File: config.mk
export PLATFORM = sky130hd
export DESIGN_NAME = t1cd_timer
export DESIGN_NICKNAME = d
export VERILOG_FILES = /design/src/common/t1cd_pkg.sv /design/src/common/t1cd_link_if.sv /design/src/logic/t1cd_timer.sv /design/src/logic/t1cd_flags.sv /design/src/logic/t1cd_deadtime.sv
export SDC_FILE = /design/constraint.sdc
export NUM_CORES = 1
export LEC_CHECK = 0
export BUFFER_PORTS_ARGS = -buffer_cell sky130_fd_sc_hd__buf_2
export CAP_MARGIN = 20
export CORE_UTILIZATION = 58
export CTS_CLUSTER_SIZE = 30
export DETAILED_ROUTE_END_ITERATION = 8
export GPL_TIMING_DRIVEN = 0
export PLACE_DENSITY = 0.82
export RECOVER_POWER = 50
export SYNTH_ARGS = -nofsm -noshare
export SYNTH_HDL_FRONTEND = slang
export SYNTH_SLANG_ARGS = --single-unit
File: constraint.sdc
create_clock -name mclk -period 3.25 [get_ports mclk]
set_input_delay 0.65 -clock mclk [delete_from_list [all_inputs] [get_ports mclk]]
set_output_delay 0.65 -clock mclk [all_outputs]
set_load 0.01 [all_outputs]
File: src/common/t1cd_pkg.sv
/*
  Constants for the compare-D, interrupt flag and dead-time slice of the
  10-bit timer: I/O addresses, bit positions, vectors and encodings.
  Assumes an 8-bit I/O bus on the timer's own clock.
*/
`default_nettype none
package t1cd_pkg;

  localparam int         CNT_W      = 10;
  localparam int         HB_W       = 2;
  localparam int         DT_W       = 4;
  localparam int         FL_N       = 4;
  localparam int         VEC_W      = 5;
  localparam int         ADDR_W     = 6;
  localparam int         DATA_W     = 8;

  localparam logic [5:0] ADDR_FLAGS = 6'h38;
  localparam logic [5:0] ADDR_MASK  = 6'h39;
  localparam logic [5:0] ADDR_CNT   = 6'h2E;
  localparam logic [5:0] ADDR_HB    = 6'h2F;
  localparam logic [5:0] ADDR_TOP   = 6'h2D;
  localparam logic [5:0] ADDR_CMPD  = 6'h2B;
  localparam logic [5:0] ADDR_DT    = 6'h24;

  localparam int         BIT_CMP_D  = 7;
  localparam int         BIT_CMP_A  = 6;
  localparam int         BIT_CMP_B  = 5;
  localparam int         BIT_OVF    = 2;

  localparam int         FI_D       = 3;
  localparam int         FI_A       = 2;
  localparam int         FI_B       = 1;
  localparam int         FI_OVF     = 0;

  localparam logic [4:0] VEC_CMP_D  = 5'h10;
  localparam logic [4:0] VEC_CMP_A  = 5'h03;
  localparam logic [4:0] VEC_CMP_B  = 5'h09;
  localparam logic [4:0] VEC_OVF    = 5'h04;
  localparam logic [4:0] VEC_NONE   = 5'h00;

  localparam logic [9:0] TOP_MIN    = 10'h003;
  localparam logic [9:0] CNT_ZERO   = 10'h000;
  localparam logic [9:0] CNT_ONE    = 10'h001;
  localparam logic [3:0] DT_ZERO    = 4'h0;
  localparam logic [3:0] DT_ONE     = 4'h1;

  localparam int         DT_TRUE_HI = 7;
  localparam int         DT_TRUE_LO = 4;
  localparam int         DT_COMP_HI = 3;
  localparam int         DT_COMP_LO = 0;
  localparam int         WGM_DUAL   = 0;

  localparam logic [1:0] COM_TOGGLE = 2'h1;
  localparam logic [1:0] COM_CLEAR  = 2'h2;
  localparam logic [1:0] COM_SET    = 2'h3;

endpackage : t1cd_pkg
`default_nettype wire

File: src/common/t1cd_link_if.sv
/*
  Carrier between the timer top and its flag and dead-time modules.
  Assumes all three sit on the same clock.
*/
`default_nettype none
interface t1cd_link_if;
  logic       tick;
  logic       wave;
  logic [3:0] dt_true;
  logic [3:0] dt_comp;
  logic       out_true;
  logic       out_comp;
  logic [3:0] set_evt;
  logic [3:0] w1c;
  logic [3:0] ack;
  logic [3:0] flags;

  modport dt_src (output tick, wave, dt_true, dt_comp, input out_true, out_comp);
  modport dt_gen (input tick, wave, dt_true, dt_comp, output out_true, out_comp);
  modport fl_src (output set_evt, w1c, ack, input flags);
  modport fl_own (input set_evt, w1c, ack, output flags);
endinterface : t1cd_link_if
`default_nettype wire

File: src/logic/t1cd_timer.sv
/*
  Timer slice: 10-bit counter, compare D, compare C top, interrupt mask
  and flags, vector selection and the shared dead-time register.
  Assumes the CPU I/O bus, the prescaler tick and the vector acknowledge
  all run on mclk; compare A and B events come from the rest of the timer.
*/
`default_nettype none
module t1cd_timer (
  input  wire logic       mclk,
  input  wire logic       rst_b,
  input  wire logic [5:0] io_addr,
  input  wire logic [7:0] io_wdata,
  input  wire logic       io_we,
  input  wire logic       io_re,
  output logic      [7:0] io_rdata,
  input  wire logic       timer_tick,
  input  wire logic       pwm_mode,
  input  wire logic [1:0] wgm,
  input  wire logic [1:0] com_d,
  input  wire logic       gie,
  input  wire logic       cmp_a_evt,
  input  wire logic       cmp_b_evt,
  input  wire logic       irq_ack,
  input  wire logic [4:0] irq_ack_vec,
  output logic            irq_req,
  output logic      [4:0] irq_vec,
  output logic      [9:0] counter_value,
  output logic      [9:0] top_compare_value,
  output logic            cmp_d_match,
  output logic            overflow_evt,
  output logic            pwm_output,
  output logic            pwm_output_n
);

  typedef struct packed {
    logic [9:0] cnt;
    logic       dir_down;
    logic [9:0] top;
    logic [9:0] cmpd;
    logic [1:0] hb;
    logic [7:0] dt;
    logic [3:0] mask;
    logic [7:0] rdata;
    logic       wave;
    logic       cmpd_evt;
    logic       ovf_evt;
    logic       irq_req;
    logic [4:0] irq_vec;
  } t1cd_top_state_t;

  t1cd_top_state_t q_reg;
  t1cd_top_state_t q_next;

  logic       cnt_wr;
  logic       flag_wr;
  logic [3:0] pend;
  logic [9:0] top_eff;
  logic       dual;

  t1cd_link_if lk ();

  // --------------------------------------------------------------
  // Bit packing between flag vector and register byte
  // --------------------------------------------------------------
  function automatic logic [7:0] to_byte(input logic [3:0] v);
    logic [7:0] b;
    b = 8'h00;
    b[t1cd_pkg::BIT_CMP_D] = v[t1cd_pkg::FI_D];
    b[t1cd_pkg::BIT_CMP_A] = v[t1cd_pkg::FI_A];
    b[t1cd_pkg::BIT_CMP_B] = v[t1cd_pkg::FI_B];
    b[t1cd_pkg::BIT_OVF]   = v[t1cd_pkg::FI_OVF];
    return b;
  endfunction : to_byte

  function automatic logic [3:0] from_byte(input logic [7:0] b);
    logic [3:0] v;
    v = 4'h0;
    v[t1cd_pkg::FI_D]   = b[t1cd_pkg::BIT_CMP_D];
    v[t1cd_pkg::FI_A]   = b[t1cd_pkg::BIT_CMP_A];
    v[t1cd_pkg::FI_B]   = b[t1cd_pkg::BIT_CMP_B];
    v[t1cd_pkg::FI_OVF] = b[t1cd_pkg::BIT_OVF];
    return v;
  endfunction : from_byte

  function automatic logic [3:0] vec_decode(input logic [4:0] vec);
    logic [3:0] v;
    v = 4'h0;
    case (vec)
      t1cd_pkg::VEC_CMP_D: v[t1cd_pkg::FI_D] = 1'b1;
      t1cd_pkg::VEC_CMP_A: v[t1cd_pkg::FI_A] = 1'b1;
      t1cd_pkg::VEC_CMP_B: v[t1cd_pkg::FI_B] = 1'b1;
      t1cd_pkg::VEC_OVF:   v[t1cd_pkg::FI_OVF] = 1'b1;
      default:             v = 4'h0;
    endcase
    return v;
  endfunction : vec_decode

  // --------------------------------------------------------------
  // Decodes and links to the submodules
  // --------------------------------------------------------------
  assign cnt_wr  = io_we && (io_addr == t1cd_pkg::ADDR_CNT);
  assign flag_wr = io_we && (io_addr == t1cd_pkg::ADDR_FLAGS);
  assign dual    = pwm_mode && wgm[t1cd_pkg::WGM_DUAL];
  assign top_eff = (q_reg.top < t1cd_pkg::TOP_MIN) ? t1cd_pkg::TOP_MIN : q_reg.top;
  assign pend    = lk.flags & q_reg.mask & {4{gie}};

  assign lk.tick    = timer_tick;
  assign lk.wave    = q_reg.wave;
  assign lk.dt_true = q_reg.dt[t1cd_pkg::DT_TRUE_HI:t1cd_pkg::DT_TRUE_LO];
  assign lk.dt_comp = q_reg.dt[t1cd_pkg::DT_COMP_HI:t1cd_pkg::DT_COMP_LO];
  assign lk.set_evt = {q_reg.cmpd_evt, cmp_a_evt, cmp_b_evt, q_reg.ovf_evt};
  assign lk.w1c     = flag_wr ? from_byte(io_wdata) : 4'h0;
  assign lk.ack     = irq_ack ? vec_decode(irq_ack_vec) : 4'h0;

  t1cd_flags u_flags (
    .mclk  (mclk),
    .rst_b (rst_b),
    .lk    (lk.fl_own)
  );

  t1cd_deadtime u_deadtime (
    .mclk  (mclk),
    .rst_b (rst_b),
    .lk    (lk.dt_gen)
  );

  // --------------------------------------------------------------
  // Next state
  // --------------------------------------------------------------
  always_comb begin
    logic [9:0] nxt;
    logic [9:0] wide;
    nxt  = q_reg.cnt;
    wide = {q_reg.hb, io_wdata};

    q_next          = q_reg;
    q_next.cmpd_evt = 1'b0;
    q_next.ovf_evt  = 1'b0;
    if (!dual) begin
      q_next.dir_down = 1'b0;
    end

    // Counting, top and bottom handling
    if (timer_tick && !cnt_wr) begin
      if (!dual || !q_reg.dir_down) begin
        if (q_reg.cnt >= top_eff) begin
          if (dual) begin
            q_next.dir_down = 1'b1;
            nxt = q_reg.cnt - t1cd_pkg::CNT_ONE;
          end else begin
            nxt = t1cd_pkg::CNT_ZERO;
            q_next.ovf_evt = 1'b1;
          end
        end else begin
          nxt = q_reg.cnt + t1cd_pkg::CNT_ONE;
        end
      end else if (q_reg.cnt <= t1cd_pkg::CNT_ONE) begin
        nxt = t1cd_pkg::CNT_ZERO;
        q_next.dir_down = 1'b0;
        q_next.ovf_evt  = 1'b1;
      end else begin
        nxt = q_reg.cnt - t1cd_pkg::CNT_ONE;
      end
      q_next.cnt      = nxt;
      q_next.cmpd_evt = (nxt == q_reg.cmpd);
    end

    // Output action on compare D
    if (q_reg.cmpd_evt) begin
      case (com_d)
        t1cd_pkg::COM_TOGGLE: q_next.wave = !q_reg.wave;
        t1cd_pkg::COM_CLEAR:  q_next.wave = 1'b0;
        t1cd_pkg::COM_SET:    q_next.wave = 1'b1;
        default:              q_next.wave = q_reg.wave;
      endcase
    end

    // Register reads
    if (io_re) begin
      case (io_addr)
        t1cd_pkg::ADDR_FLAGS: q_next.rdata = to_byte(lk.flags);
        t1cd_pkg::ADDR_MASK:  q_next.rdata = to_byte(q_reg.mask);
        t1cd_pkg::ADDR_HB:    q_next.rdata = {6'h00, q_reg.hb};
        t1cd_pkg::ADDR_DT:    q_next.rdata = q_reg.dt;
        t1cd_pkg::ADDR_CNT: begin
          q_next.rdata = q_reg.cnt[7:0];
          q_next.hb    = q_reg.cnt[9:8];
        end
        t1cd_pkg::ADDR_TOP: begin
          q_next.rdata = top_eff[7:0];
          q_next.hb    = top_eff[9:8];
        end
        t1cd_pkg::ADDR_CMPD: begin
          q_next.rdata = q_reg.cmpd[7:0];
          q_next.hb    = q_reg.cmpd[9:8];
        end
        default:              q_next.rdata = 8'h00;
      endcase
    end

    // Register writes; counter write suppresses counting
    if (io_we) begin
      case (io_addr)
        t1cd_pkg::ADDR_MASK: q_next.mask = from_byte(io_wdata);
        t1cd_pkg::ADDR_HB:   q_next.hb   = io_wdata[1:0];
        t1cd_pkg::ADDR_DT:   q_next.dt   = io_wdata;
        t1cd_pkg::ADDR_CMPD: q_next.cmpd = wide;
        t1cd_pkg::ADDR_TOP: begin
          q_next.top = (wide < t1cd_pkg::TOP_MIN) ? t1cd_pkg::TOP_MIN : wide;
        end
        t1cd_pkg::ADDR_CNT: begin
          q_next.cnt      = wide;
          q_next.dir_down = 1'b0;
        end
        default: q_next.mask = q_next.mask;
      endcase
    end

    // Vector selection, lowest vector first
    q_next.irq_req = |pend;
    if (pend[t1cd_pkg::FI_A]) begin
      q_next.irq_vec = t1cd_pkg::VEC_CMP_A;
    end else if (pend[t1cd_pkg::FI_OVF]) begin
      q_next.irq_vec = t1cd_pkg::VEC_OVF;
    end else if (pend[t1cd_pkg::FI_B]) begin
      q_next.irq_vec = t1cd_pkg::VEC_CMP_B;
    end else if (pend[t1cd_pkg::FI_D]) begin
      q_next.irq_vec = t1cd_pkg::VEC_CMP_D;
    end else begin
      q_next.irq_vec = t1cd_pkg::VEC_NONE;
    end
  end

  // --------------------------------------------------------------
  // State register
  // --------------------------------------------------------------
  always_ff @(posedge mclk or negedge rst_b) begin
    if (!rst_b) begin
      q_reg <= '0;
    end else begin
      q_reg <= q_next;
    end
  end

  // --------------------------------------------------------------
  // Outputs
  // --------------------------------------------------------------
  assign io_rdata          = q_reg.rdata;
  assign irq_req           = q_reg.irq_req;
  assign irq_vec           = q_reg.irq_vec;
  assign counter_value     = q_reg.cnt;
  assign top_compare_value = top_eff;
  assign cmp_d_match       = q_reg.cmpd_evt;
  assign overflow_evt      = q_reg.ovf_evt;
  assign pwm_output        = lk.out_true;
  assign pwm_output_n      = lk.out_comp;
endmodule : t1cd_timer
`default_nettype wire

File: src/logic/t1cd_flags.sv
/*
  Timer interrupt flags with synchronised set and write-one clear.
  Assumes set, clear and acknowledge are single-cycle pulses on mclk.
*/
`default_nettype none
module t1cd_flags (
  input  wire logic   mclk,
  input  wire logic   rst_b,
  t1cd_link_if.fl_own lk
);
  typedef struct packed {
    logic [3:0] set_pend;
    logic [3:0] clr_pend;
    logic [3:0] flags;
  } t1cd_fl_state_t;

  t1cd_fl_state_t q_reg;
  t1cd_fl_state_t q_next;

  // --------------------------------------------------------------
  // Flag update
  // --------------------------------------------------------------
  always_comb begin
    q_next          = q_reg;
    q_next.set_pend = lk.set_evt;
    q_next.clr_pend = lk.w1c;
    q_next.flags    = (q_reg.flags & ~q_reg.clr_pend & ~lk.ack) | q_reg.set_pend;
  end

  always_ff @(posedge mclk or negedge rst_b) begin
    if (!rst_b) begin
      q_reg <= '0;
    end else begin
      q_reg <= q_next;
    end
  end

  assign lk.flags = q_reg.flags;
endmodule : t1cd_flags
`default_nettype wire

File: src/logic/t1cd_deadtime.sv
/*
  Shared dead-time generator for one complementary output pair.
  Assumes tick is a one-cycle prescaled timer pulse on mclk.
*/
`default_nettype none
module t1cd_deadtime (
  input  wire logic   mclk,
  input  wire logic   rst_b,
  t1cd_link_if.dt_gen lk
);
  typedef struct packed {
    logic       wave_q;
    logic       busy;
    logic [3:0] cnt;
    logic       out_t;
    logic       out_c;
  } t1cd_dt_state_t;

  t1cd_dt_state_t q_reg;
  t1cd_dt_state_t q_next;

  // --------------------------------------------------------------
  // Edge delay
  // --------------------------------------------------------------
  always_comb begin
    q_next = q_reg;
    if (lk.wave != q_reg.wave_q) begin
      q_next.wave_q = lk.wave;
      q_next.out_t  = 1'b0;
      q_next.out_c  = 1'b0;
      q_next.busy   = 1'b1;
      q_next.cnt    = lk.wave ? lk.dt_true : lk.dt_comp;
    end else if (q_reg.busy) begin
      if (q_reg.cnt == t1cd_pkg::DT_ZERO) begin
        q_next.busy  = 1'b0;
        q_next.out_t = q_reg.wave_q;
        q_next.out_c = !q_reg.wave_q;
      end else if (lk.tick) begin
        q_next.cnt = q_reg.cnt - t1cd_pkg::DT_ONE;
      end
    end
  end

  always_ff @(posedge mclk or negedge rst_b) begin
    if (!rst_b) begin
      q_reg      <= '0;
      q_reg.busy <= 1'b1;
    end else begin
      q_reg <= q_next;
    end
  end

  assign lk.out_true = q_reg.out_t;
  assign lk.out_comp = q_reg.out_c;
endmodule : t1cd_deadtime
`default_nettype wire

==> out/summary.txt, run 1 <==
=====================================================================================
Layout net count                                                                  686
Total of flip-flops plus latches after synthesis                                   82
Worst setup timing slack at the placement stage                             -0.169 ns
Capturing point of the worst reg2reg path                                 cmp_d_match
Cell family with most CP delay                                           simple AND/OR/NAND/NOR gates
Number of buffers and inverters on the critical path                                2
Min-delay worst type                                                      in -> async
Total power consumption of the routed design                                  4.23 mW
Number of fill cells in the layout                                                685
Max_cap viols                                                                       1
Tightest hold margin                                                         0.215 ns
Highest cell delay on the worst timing path                                   0.42 ns
Total clock buffers created by CTS                                                  9
Boundary pin count                                                                 71
CP required                                                                   3.51 ns
Setup crit end kind                                                         flip-flop
Register-to-Register Path Depth                                                    14
Antenna-violating nets left                                                         0
Remaining routing DRC violations                                                    0
Initial drt markers                                                               405
Sum of met3 wire segment lengths after detailed routing                       1.32 mm
Reg area                                                                    2050 um^2
# diodes                                                                            0
Post-Syn Instances                                                                544
Hold-fix buffer count after cts                                                     0
Crit path to                                                              cmp_d_match
Synthesized-area fraction occupied by ao, oa, aoi and oai cells                 0.186
Path length in cells of the critical path                                          14
TritonCTS sink count                                                               82
Met2 Wirelength                                                               7.20 mm
Wire length of the first global-routing pass                                  22.6 mm
Endpoints failing setup                                                             0
GRT overflow                                                                        0
Area of placed instances                                                    5670 um^2
Final period util                                                               0.981
Setup slack after layout                                                    0.0602 ns
Slack of the worst reg-to-reg path                                            0.06 ns
Most frequent standard cell in the layout excluding fill and tap cells        dfrtp_1
Area share of and/or/nand/nor cells after synthesis                             0.183
Root buffer selected by CTS                                                  clkbuf_8
Failing checks                                                           max-capacitance violations, max-slew violations
Unique cell type count in the Yosys netlist                                        74
Actual slew at the worst max-slew pin                                         1.86 ns
Clk_lat worst skew                                                            0.36 ns
Pin count of the biggest net entering global routing                               76
Area of the multi-input gates                                               2790 um^2
Max reg flops                                                                      27
Multiplexer area fraction after synthesis                                      0.0809
Highest clock rate                                                            314 MHz
Fraction of the mapped netlist area in adder cells                             0.0363
Leak                                                                          2.78 nW
Clock slew seen by the registers of the worst setup and hold paths            0.09 ns
Number of H-tree branching levels                                                   3
Cells along the critical path                                            inv_2 -> nand4_1 -> nor2_2 -> or2_4 -> ha_1 -> nand2b_4 -> a211oi_4 -> nor4_4 -> or3_4 -> buf_12 -> o22ai_4 -> xnor2_2 -> nand3_1 -> nor4_2
Routed vias/inst                                                                 6.37
Count of placed standard cells including taps                                     720
Half-perimeter wire length after detailed placement                           10.9 mm
Uppermost layer routed                                                           met4
Warning count from the yosys run                                                    0
Critical path origin                                                        q_reg[50]
Run status                                                               finished with violations
Post-synthesis share of cell area spent on xor and xnor gates                  0.0305
Metal-1 WL                                                                    6.05 mm
Synthesized net count                                                             592
PwrDens                                                                   693 nW/um^2
Highest fanout seen on the critical path                                            5
Endpoint arrival time on the critical path                                    3.45 ns
Number of endpoints with negative hold slack in the final report                    0
Predominant post-synthesis flop cell                                          dfrtp_1
Global-route usage over all layers                                              0.332
Iteration count of the initial detailed-routing pass                                5
Placer congestion estimate                                                      0.924
PortBufs                                                                           67
Post-Route WL                                                                 15.1 mm
Time the final worst path needs with I/O delays and setup                     3.19 ns
Count of final max-slew check failures                                             76
Routed wirelength normalized by instance count                                20.1 um
Max Root-Sink Buffers                                                               2
Startpoint of the most critical register-to-register path                   q_reg[50]
Vias in the first global route                                                  4,437
CTS tree                                                                        built
Die width                                                                     96.4 um
Area enclosed by the die boundary                                           9290 um^2
Main combinational cell family by area after synthesis                   compound AO/OA/AOI/OAI gates
Vias                                                                            4,784
EDFF count, synth                                                                   0
Average instance area after synthesis                                       9.50 um^2
Maximum clock skew at final layout                                          0.0107 ns
Filler-free cell count of the finished design                                     751
Critical Path Slowest Stage Cell                                              dfrtp_1
Starting utilization of the core area                                           0.596
Post-synthesis cell area                                                    5170 um^2
Area added between synthesis and finish                                         18.2%
Number of standard-cell rows in the floorplan                                      34
Startpoint kind of the worst setup timing path                              flip-flop
Asr flop ratio synth                                                             1.00
Maximum resistive drop on vdd                                              0.000486 V
Design Area, Final                                                          6110 um^2
Placeable Area                                                              8680 um^2
Max transition margin                                                          -0.243
Chip Height                                                                   96.4 um
Commonest cells after routing, fill and taps aside                       dfrtp_1, buf_2, nand2_1
Worst setup path class                                                     reg -> reg
Antenna violations before repair                                                    0
Sequential area share after synthesis                                           0.397
Fraction of final layout cells with drive strength greater than 1               0.327
=====================================================================================
[where the power goes]
part / internal [mW] / switching (mW)
Combinational: 0.915 / 1.05
Sequential: 1.21 / 0.247
Clock: 0.400 / 0.404
[kinds of logic after synthesis]
group,Yosys count
xor gates and xnor gates,18
AOI/OAI and AO/OA,133
muxes,38
buffers and inverters,84
DFF,82
and+or+nand+nor,174
adders and majority gates,15
[synthesized netlist by cell type, types with 4 or more instances]
cell type | number | area (um^2)
a221oi_1 | 4 | 35.0
a22o_1 | 5 | 43.8
buf_2 | 7 | 35.0
a22oi_1 | 5 | 37.5
nand3_1 | 12 | 60.1
dfrtp_1 | 81 | 2030
clkbuf_1 | 21 | 78.8
nor4_1 | 6 | 37.5
nand2b_1 | 8 | 50.1
and2_1 | 7 | 43.8
a31oi_1 | 10 | 62.6
nor3_1 | 6 | 30.0
xor2_1 | 5 | 43.8
nor2b_1 | 7 | 43.8
buf_4 | 26 | 195
xnor2_1 | 13 | 114
nand2_1 | 51 | 191
inv_1 | 25 | 93.8
nand3b_1 | 4 | 30.0
o21ai_0 | 28 | 140
nor4b_1 | 5 | 43.8
o21ai_1 | 7 | 35.0
ha_1 | 15 | 188
mux2_2 | 30 | 338
a21oi_1 | 21 | 105
mux2i_1 | 8 | 80.1
a31o_2 | 5 | 43.8
and3_1 | 10 | 62.6
a222oi_1 | 9 | 90.1
nor2_1 | 37 | 139
nor4_2 | 4 | 50.1
[metrics by stage]
step / setup TNS [ns] / utilization
6_report: 0 / 0.704
5_1_grt: -0.00103 / 0.704
4_1_cts: 0 / 0.684
3_5_place_dp: -0.169 / 0.653
3_3_place_gp: -0.0316 / 0.650
2_1_floorplan: 0 / -
[routing by layer]
layer | vias to the layer above | global-route usage
li1 | 2144 | -
met1 | 2333 | 0.434
met2 | 263 | 0.538
met3 | 44 | 0.0712
met4 | 0 | 0.127
met5 | - | 0
[timing repair]
action	CTS	global route
endpoints found under the setup margin	1	2
gates resized for setup	4	25
pin swaps	0	14
hold endpoints to repair	0	0
gates cloned	0	1
setup buffers	4	9
[layout make-up]
class,count,area share
buffer,59,0.0590
clock buffer,11,0.0248
clock inverter,5,0.0100
inverter,25,0.0154
multi-input combinational,378,0.456
sequential,82,0.336
tap,108,0.0221
timing repair buffer,83,0.0762
[worst min path at each step]
| stage | endpoint | cells past startpoint | slack, ns |
|---|---|---|---|
| after floorplan | cmp_d_match | 0 | 0.35 |
| after global placement | u_flags.q_reg[8] | 0 | 0.37 |
| after detailed placement | u_flags.q_reg[8] | 0 | 0.37 |
| after CTS | q_reg[51] | 1 | 0.1 |
| after global routing | overflow_evt | 1 | 0.24 |
| final | q_reg[51] | 1 | 0.22 |
No activity file was read; power rests on OpenSTA's default activity.
==> run 2, diff against run 1 <==
--- a/config.mk
+++ b/config.mk
@@ -5,6 +5,7 @@
 export SDC_FILE = /design/constraint.sdc
 export NUM_CORES = 1
 export LEC_CHECK = 0
+export ABC_AREA = 1
 export BUFFER_PORTS_ARGS = -buffer_cell sky130_fd_sc_hd__buf_2
 export CAP_MARGIN = 20
 export CORE_UTILIZATION = 58
==> run 2 against run 1 <==
Effect of this change: the flow now finishes without violations; maximum frequency up 12%; die area up 1.1%; clock power down 5.6%; sequential share of layout area up 1.1 points; final area down 3.3%; critical path depth up 8; critical endpoint unchanged.
==> out/summary.txt, run 2 <==
=====================================================================================
Run status                                                                  completed
Design Area, Final                                                          5910 um^2   -3.3%
Number of fill cells in the layout                                                775   +13%
Synthesized net count                                                             744   +26%
Internal                                                                      2.28 mW   -9.8%
Area added between synthesis and finish                                         13.0%
Area leader, netlist                                                          dfrtp_1
Startpoint kind of the worst setup timing path                              flip-flop
Vias in the first global route                                                  4,900   +10%
PortBufs                                                                           69   +3.0%
Area of placed instances                                                    5740 um^2   +1.2%
Global-route usage over all layers                                              0.330   -0.00149
Clk_lat worst skew                                                            0.36 ns   about the same
Iteration count of the initial detailed-routing pass                                5   unchanged
Unique cell type count in the Yosys netlist                                        47   -36%
Portion of total power attributed to the clock network                          0.186   -0.004
Setup slack after layout                                                     0.406 ns   +0.346 ns
Max_cap viols                                                                       0   -1
Core occupancy in the finished layout                                           0.677   -0.0265
Sum of negative setup slack                                                      0 ns   unchanged
Warning count from the yosys run                                                    0   unchanged
Leak                                                                          3.12 nW   +12%
Vias                                                                            5,001   +4.5%
Tightest hold margin                                                         0.376 ns   +0.161 ns
Predominant post-synthesis flop cell                                          dfrtp_1
Max transition margin                                                          0.0179   +0.261
Average instance area after synthesis                                       7.51 um^2   -21%
Highest fanout seen on the critical path                                           10   +5
Proportion of netlist area held by the largest area contributor                 0.388   -0.00432
Pin count of the biggest net entering global routing                               62   -18%
Comb pwr share                                                                  0.457   -0.008
Half-perimeter wire length after detailed placement                           11.6 mm   +6.6%
Asr flop ratio synth                                                             1.00   unchanged
Routed wirelength normalized by instance count                                16.7 um   -17%
Wire length of the first global-routing pass                                  24.3 mm   +7.3%
Sequential area share after synthesis                                           0.393   -0.00437
Antenna-violating nets left                                                         0   unchanged
Antenna violations before repair                                                    0   unchanged
Number of endpoints with negative hold slack in the final report                    0   unchanged
Net switching power of the design                                             1.79 mW   +5.5%
Remaining routing DRC violations                                                    0   unchanged
Max Root-Sink Buffers                                                               2   unchanged
TritonCTS sink count                                                               82   unchanged
Die width                                                                     96.9 um   +0.54%
Maximum resistive drop on vdd                                              0.000414 V   -15%
Placer congestion estimate                                                       1.00   +8.4%
Part of the total power dissipated in sequential elements                       0.357   +0.012
Count of final max-slew check failures                                              0   -100%
Fraction of final layout cells with drive strength greater than 1               0.192   -0.135
Placeable Area                                                              8720 um^2   +0.49%
Number of H-tree branching levels                                                   3   unchanged
Clock slew seen by the registers of the worst setup and hold paths            0.09 ns   about the same
Setup bufs post-CTS                                                                 0   -4
Post-Syn Instances                                                                696   +28%
Starting utilization of the core area                                           0.599   +0.00369
PwrDens                                                                   690 nW/um^2   -0.39%
Worst setup timing slack at the placement stage                              0.500 ns   +0.669 ns
Commonest cells after routing, fill and taps aside                       nand2_1, inv_1, dfrtp_1
Leading cell types by total area after synthesis                         dfrtp_1, nand2_1, inv_1
Post-synthesis cell area                                                    5230 um^2   +1.1%
Worst setup path class                                                     reg -> reg
EDFF count, synth                                                                   0   unchanged
Setup crit end kind                                                         flip-flop
Number of standard-cell rows in the floorplan                                      34   unchanged
Final period util                                                               0.875   -0.106
Area enclosed by the die boundary                                           9390 um^2   +1.1%
Endpoints failing setup                                                             0   unchanged
CP required                                                                   3.53 ns   +0.02 ns
CTS tree                                                                        built
Highest clock rate                                                            352 MHz   +12%
Root buffer selected by CTS                                                  clkbuf_8
Area of the multi-input gates                                               2440 um^2   -12%
Total clock buffers created by CTS                                                  9   unchanged
Time the final worst path needs with I/O delays and setup                     2.84 ns   -0.346 ns
Total of flip-flops plus latches after synthesis                                   82   unchanged
Count leader, synth                                                           nand2_1
Post-cts sizing count                                                               0   -4
Routed vias/inst                                                                 5.62   -12%
Boundary pin count                                                                 71   unchanged
Leading post-synthesis cells by instance count                           nand2_1, inv_1, dfrtp_1, o21ai_0, nor2_1
GRT overflow                                                                        0   unchanged
Most frequent standard cell in the layout excluding fill and tap cells        nand2_1
Max reg flops                                                                      27   unchanged
Post-Route WL                                                                 14.9 mm   -1.1%
Setup repair after global routing missed its margin                                no
Actual slew at the worst max-slew pin                                         1.47 ns   -0.392 ns
Switching portion of total power                                                0.440   +0.0381
Endpoint arrival time on the critical path                                    3.12 ns   -0.33 ns
Hold-fix buffer count after cts                                                     0   unchanged
Reg area                                                                    2050 um^2   unchanged
Chip Height                                                                   96.9 um   +0.54%
# diodes                                                                            0   unchanged
Maximum clock skew at final layout                                         0.00778 ns   -0.00291 ns
Min-delay worst type                                                       reg -> reg
Initial drt markers                                                               361   -11%
Layout net count                                                                  825   +20%
=====================================================================================
## run 2: cell types whose count changed after synthesis, moves of 12 or more
cell,previous run,this run
nand2_1,51,161
inv_1,25,105
nand3_1,12,43
o21ai_0,28,59
mux2_2,30,2
nand4_1,3,16
nor2_1,37,49
xnor2_1,13,1
## run 2: per-stage QoR
stage / power [mW] / instances
finish: 4.08 / 890
detailed placement: 3.31 / 874
floorplan: 2.75 / 696
CTS: 4.06 / 890
global placement: 3.24 / 873
global route: 4.36 / 890
## run 2: kinds of logic (layout without fill, tap and decap cells)
| family | count (synthesis) | in the layout | share of synthesized area |
|---|---|---|---|
| muxes | 2 | 2 | 0.00431 |
| AOI/OAI and AO/OA | 119 | 119 | 0.141 |
| buffers and inverters | 160 | 246 | 0.139 |
| and+or+nand+nor | 307 | 307 | 0.268 |
| adders and majority gates | 15 | 15 | 0.0359 |
| DFF | 82 | 82 | 0.393 |
| xor gates and xnor gates | 11 | 11 | 0.0184 |
## run 2: layer usage
layer  track usage  part of all wire
met1         0.416              0.40
met2         0.547              0.49
met3        0.0571             0.065
met4         0.165             0.042
met5             0                 0
## run 2: path summary, 6_finish.rpt
| check | slack, ns | to | start | cells after the start |
|---|---|---|---|---|
| worst min register to register | 0.38 | u_flags.q_reg[8] | overflow_evt | 0 |
| worst max register to register | 0.41 | cmp_d_match | q_reg[47] | 22 |
| min in group asynchronous | 0.50 | u_deadtime.q_reg[4] | rst_b | 1 |
| max in group asynchronous | 0.72 | counter_value[0] | rst_b | 2 |
| worst max-delay path | 0.41 | cmp_d_match | q_reg[47] | 22 |
| worst min-delay path | 0.38 | u_flags.q_reg[8] | overflow_evt | 0 |
## run 2: worst max-delay path, stage by stage (launching register included)
cell and delay, ns:
dfrtp_1 0.39, inv_1 0.16, nand4_1 0.11, nor2_1 0.12, o21ai_0 0.12, nand2_1 0.21, ha_1 0.29, inv_1 0.06
nand2_1 0.04, nand2_1 0.06, nand2_1 0.08, nand3_4 0.10, nand3_2 0.09, buf_6 0.15, nand2_1 0.07, nand2_2 0.07
nand2_1 0.09, nand2_1 0.08, nand2_1 0.07, nand3_1 0.07, nor2_1 0.11, nand2_1 0.08, nor2_2 0.14
## run 2: layout make-up
type	instances	share of cell area
repair buffers	70	0.0585
plain buffers	48	0.0519
flip-flops and latches	82	0.348
well taps	108	0.0229
clock buffers	9	0.0210
inverters	112	0.0712
multi-input cells	454	0.414
clock inverters	7	0.0131
## run 2: power by group through the flow
stage / Sequential (mW) / Combinational [mW] / Clock, mW
after floorplan: 1.37 / 1.38 / 0
after CTS: 1.44 / 1.86 / 0.763
after detailed placement: 1.46 / 1.85 / 0
after global placement: 1.46 / 1.78 / 0
after global routing: 1.47 / 2.09 / 0.805
final: 1.45 / 1.86 / 0.759
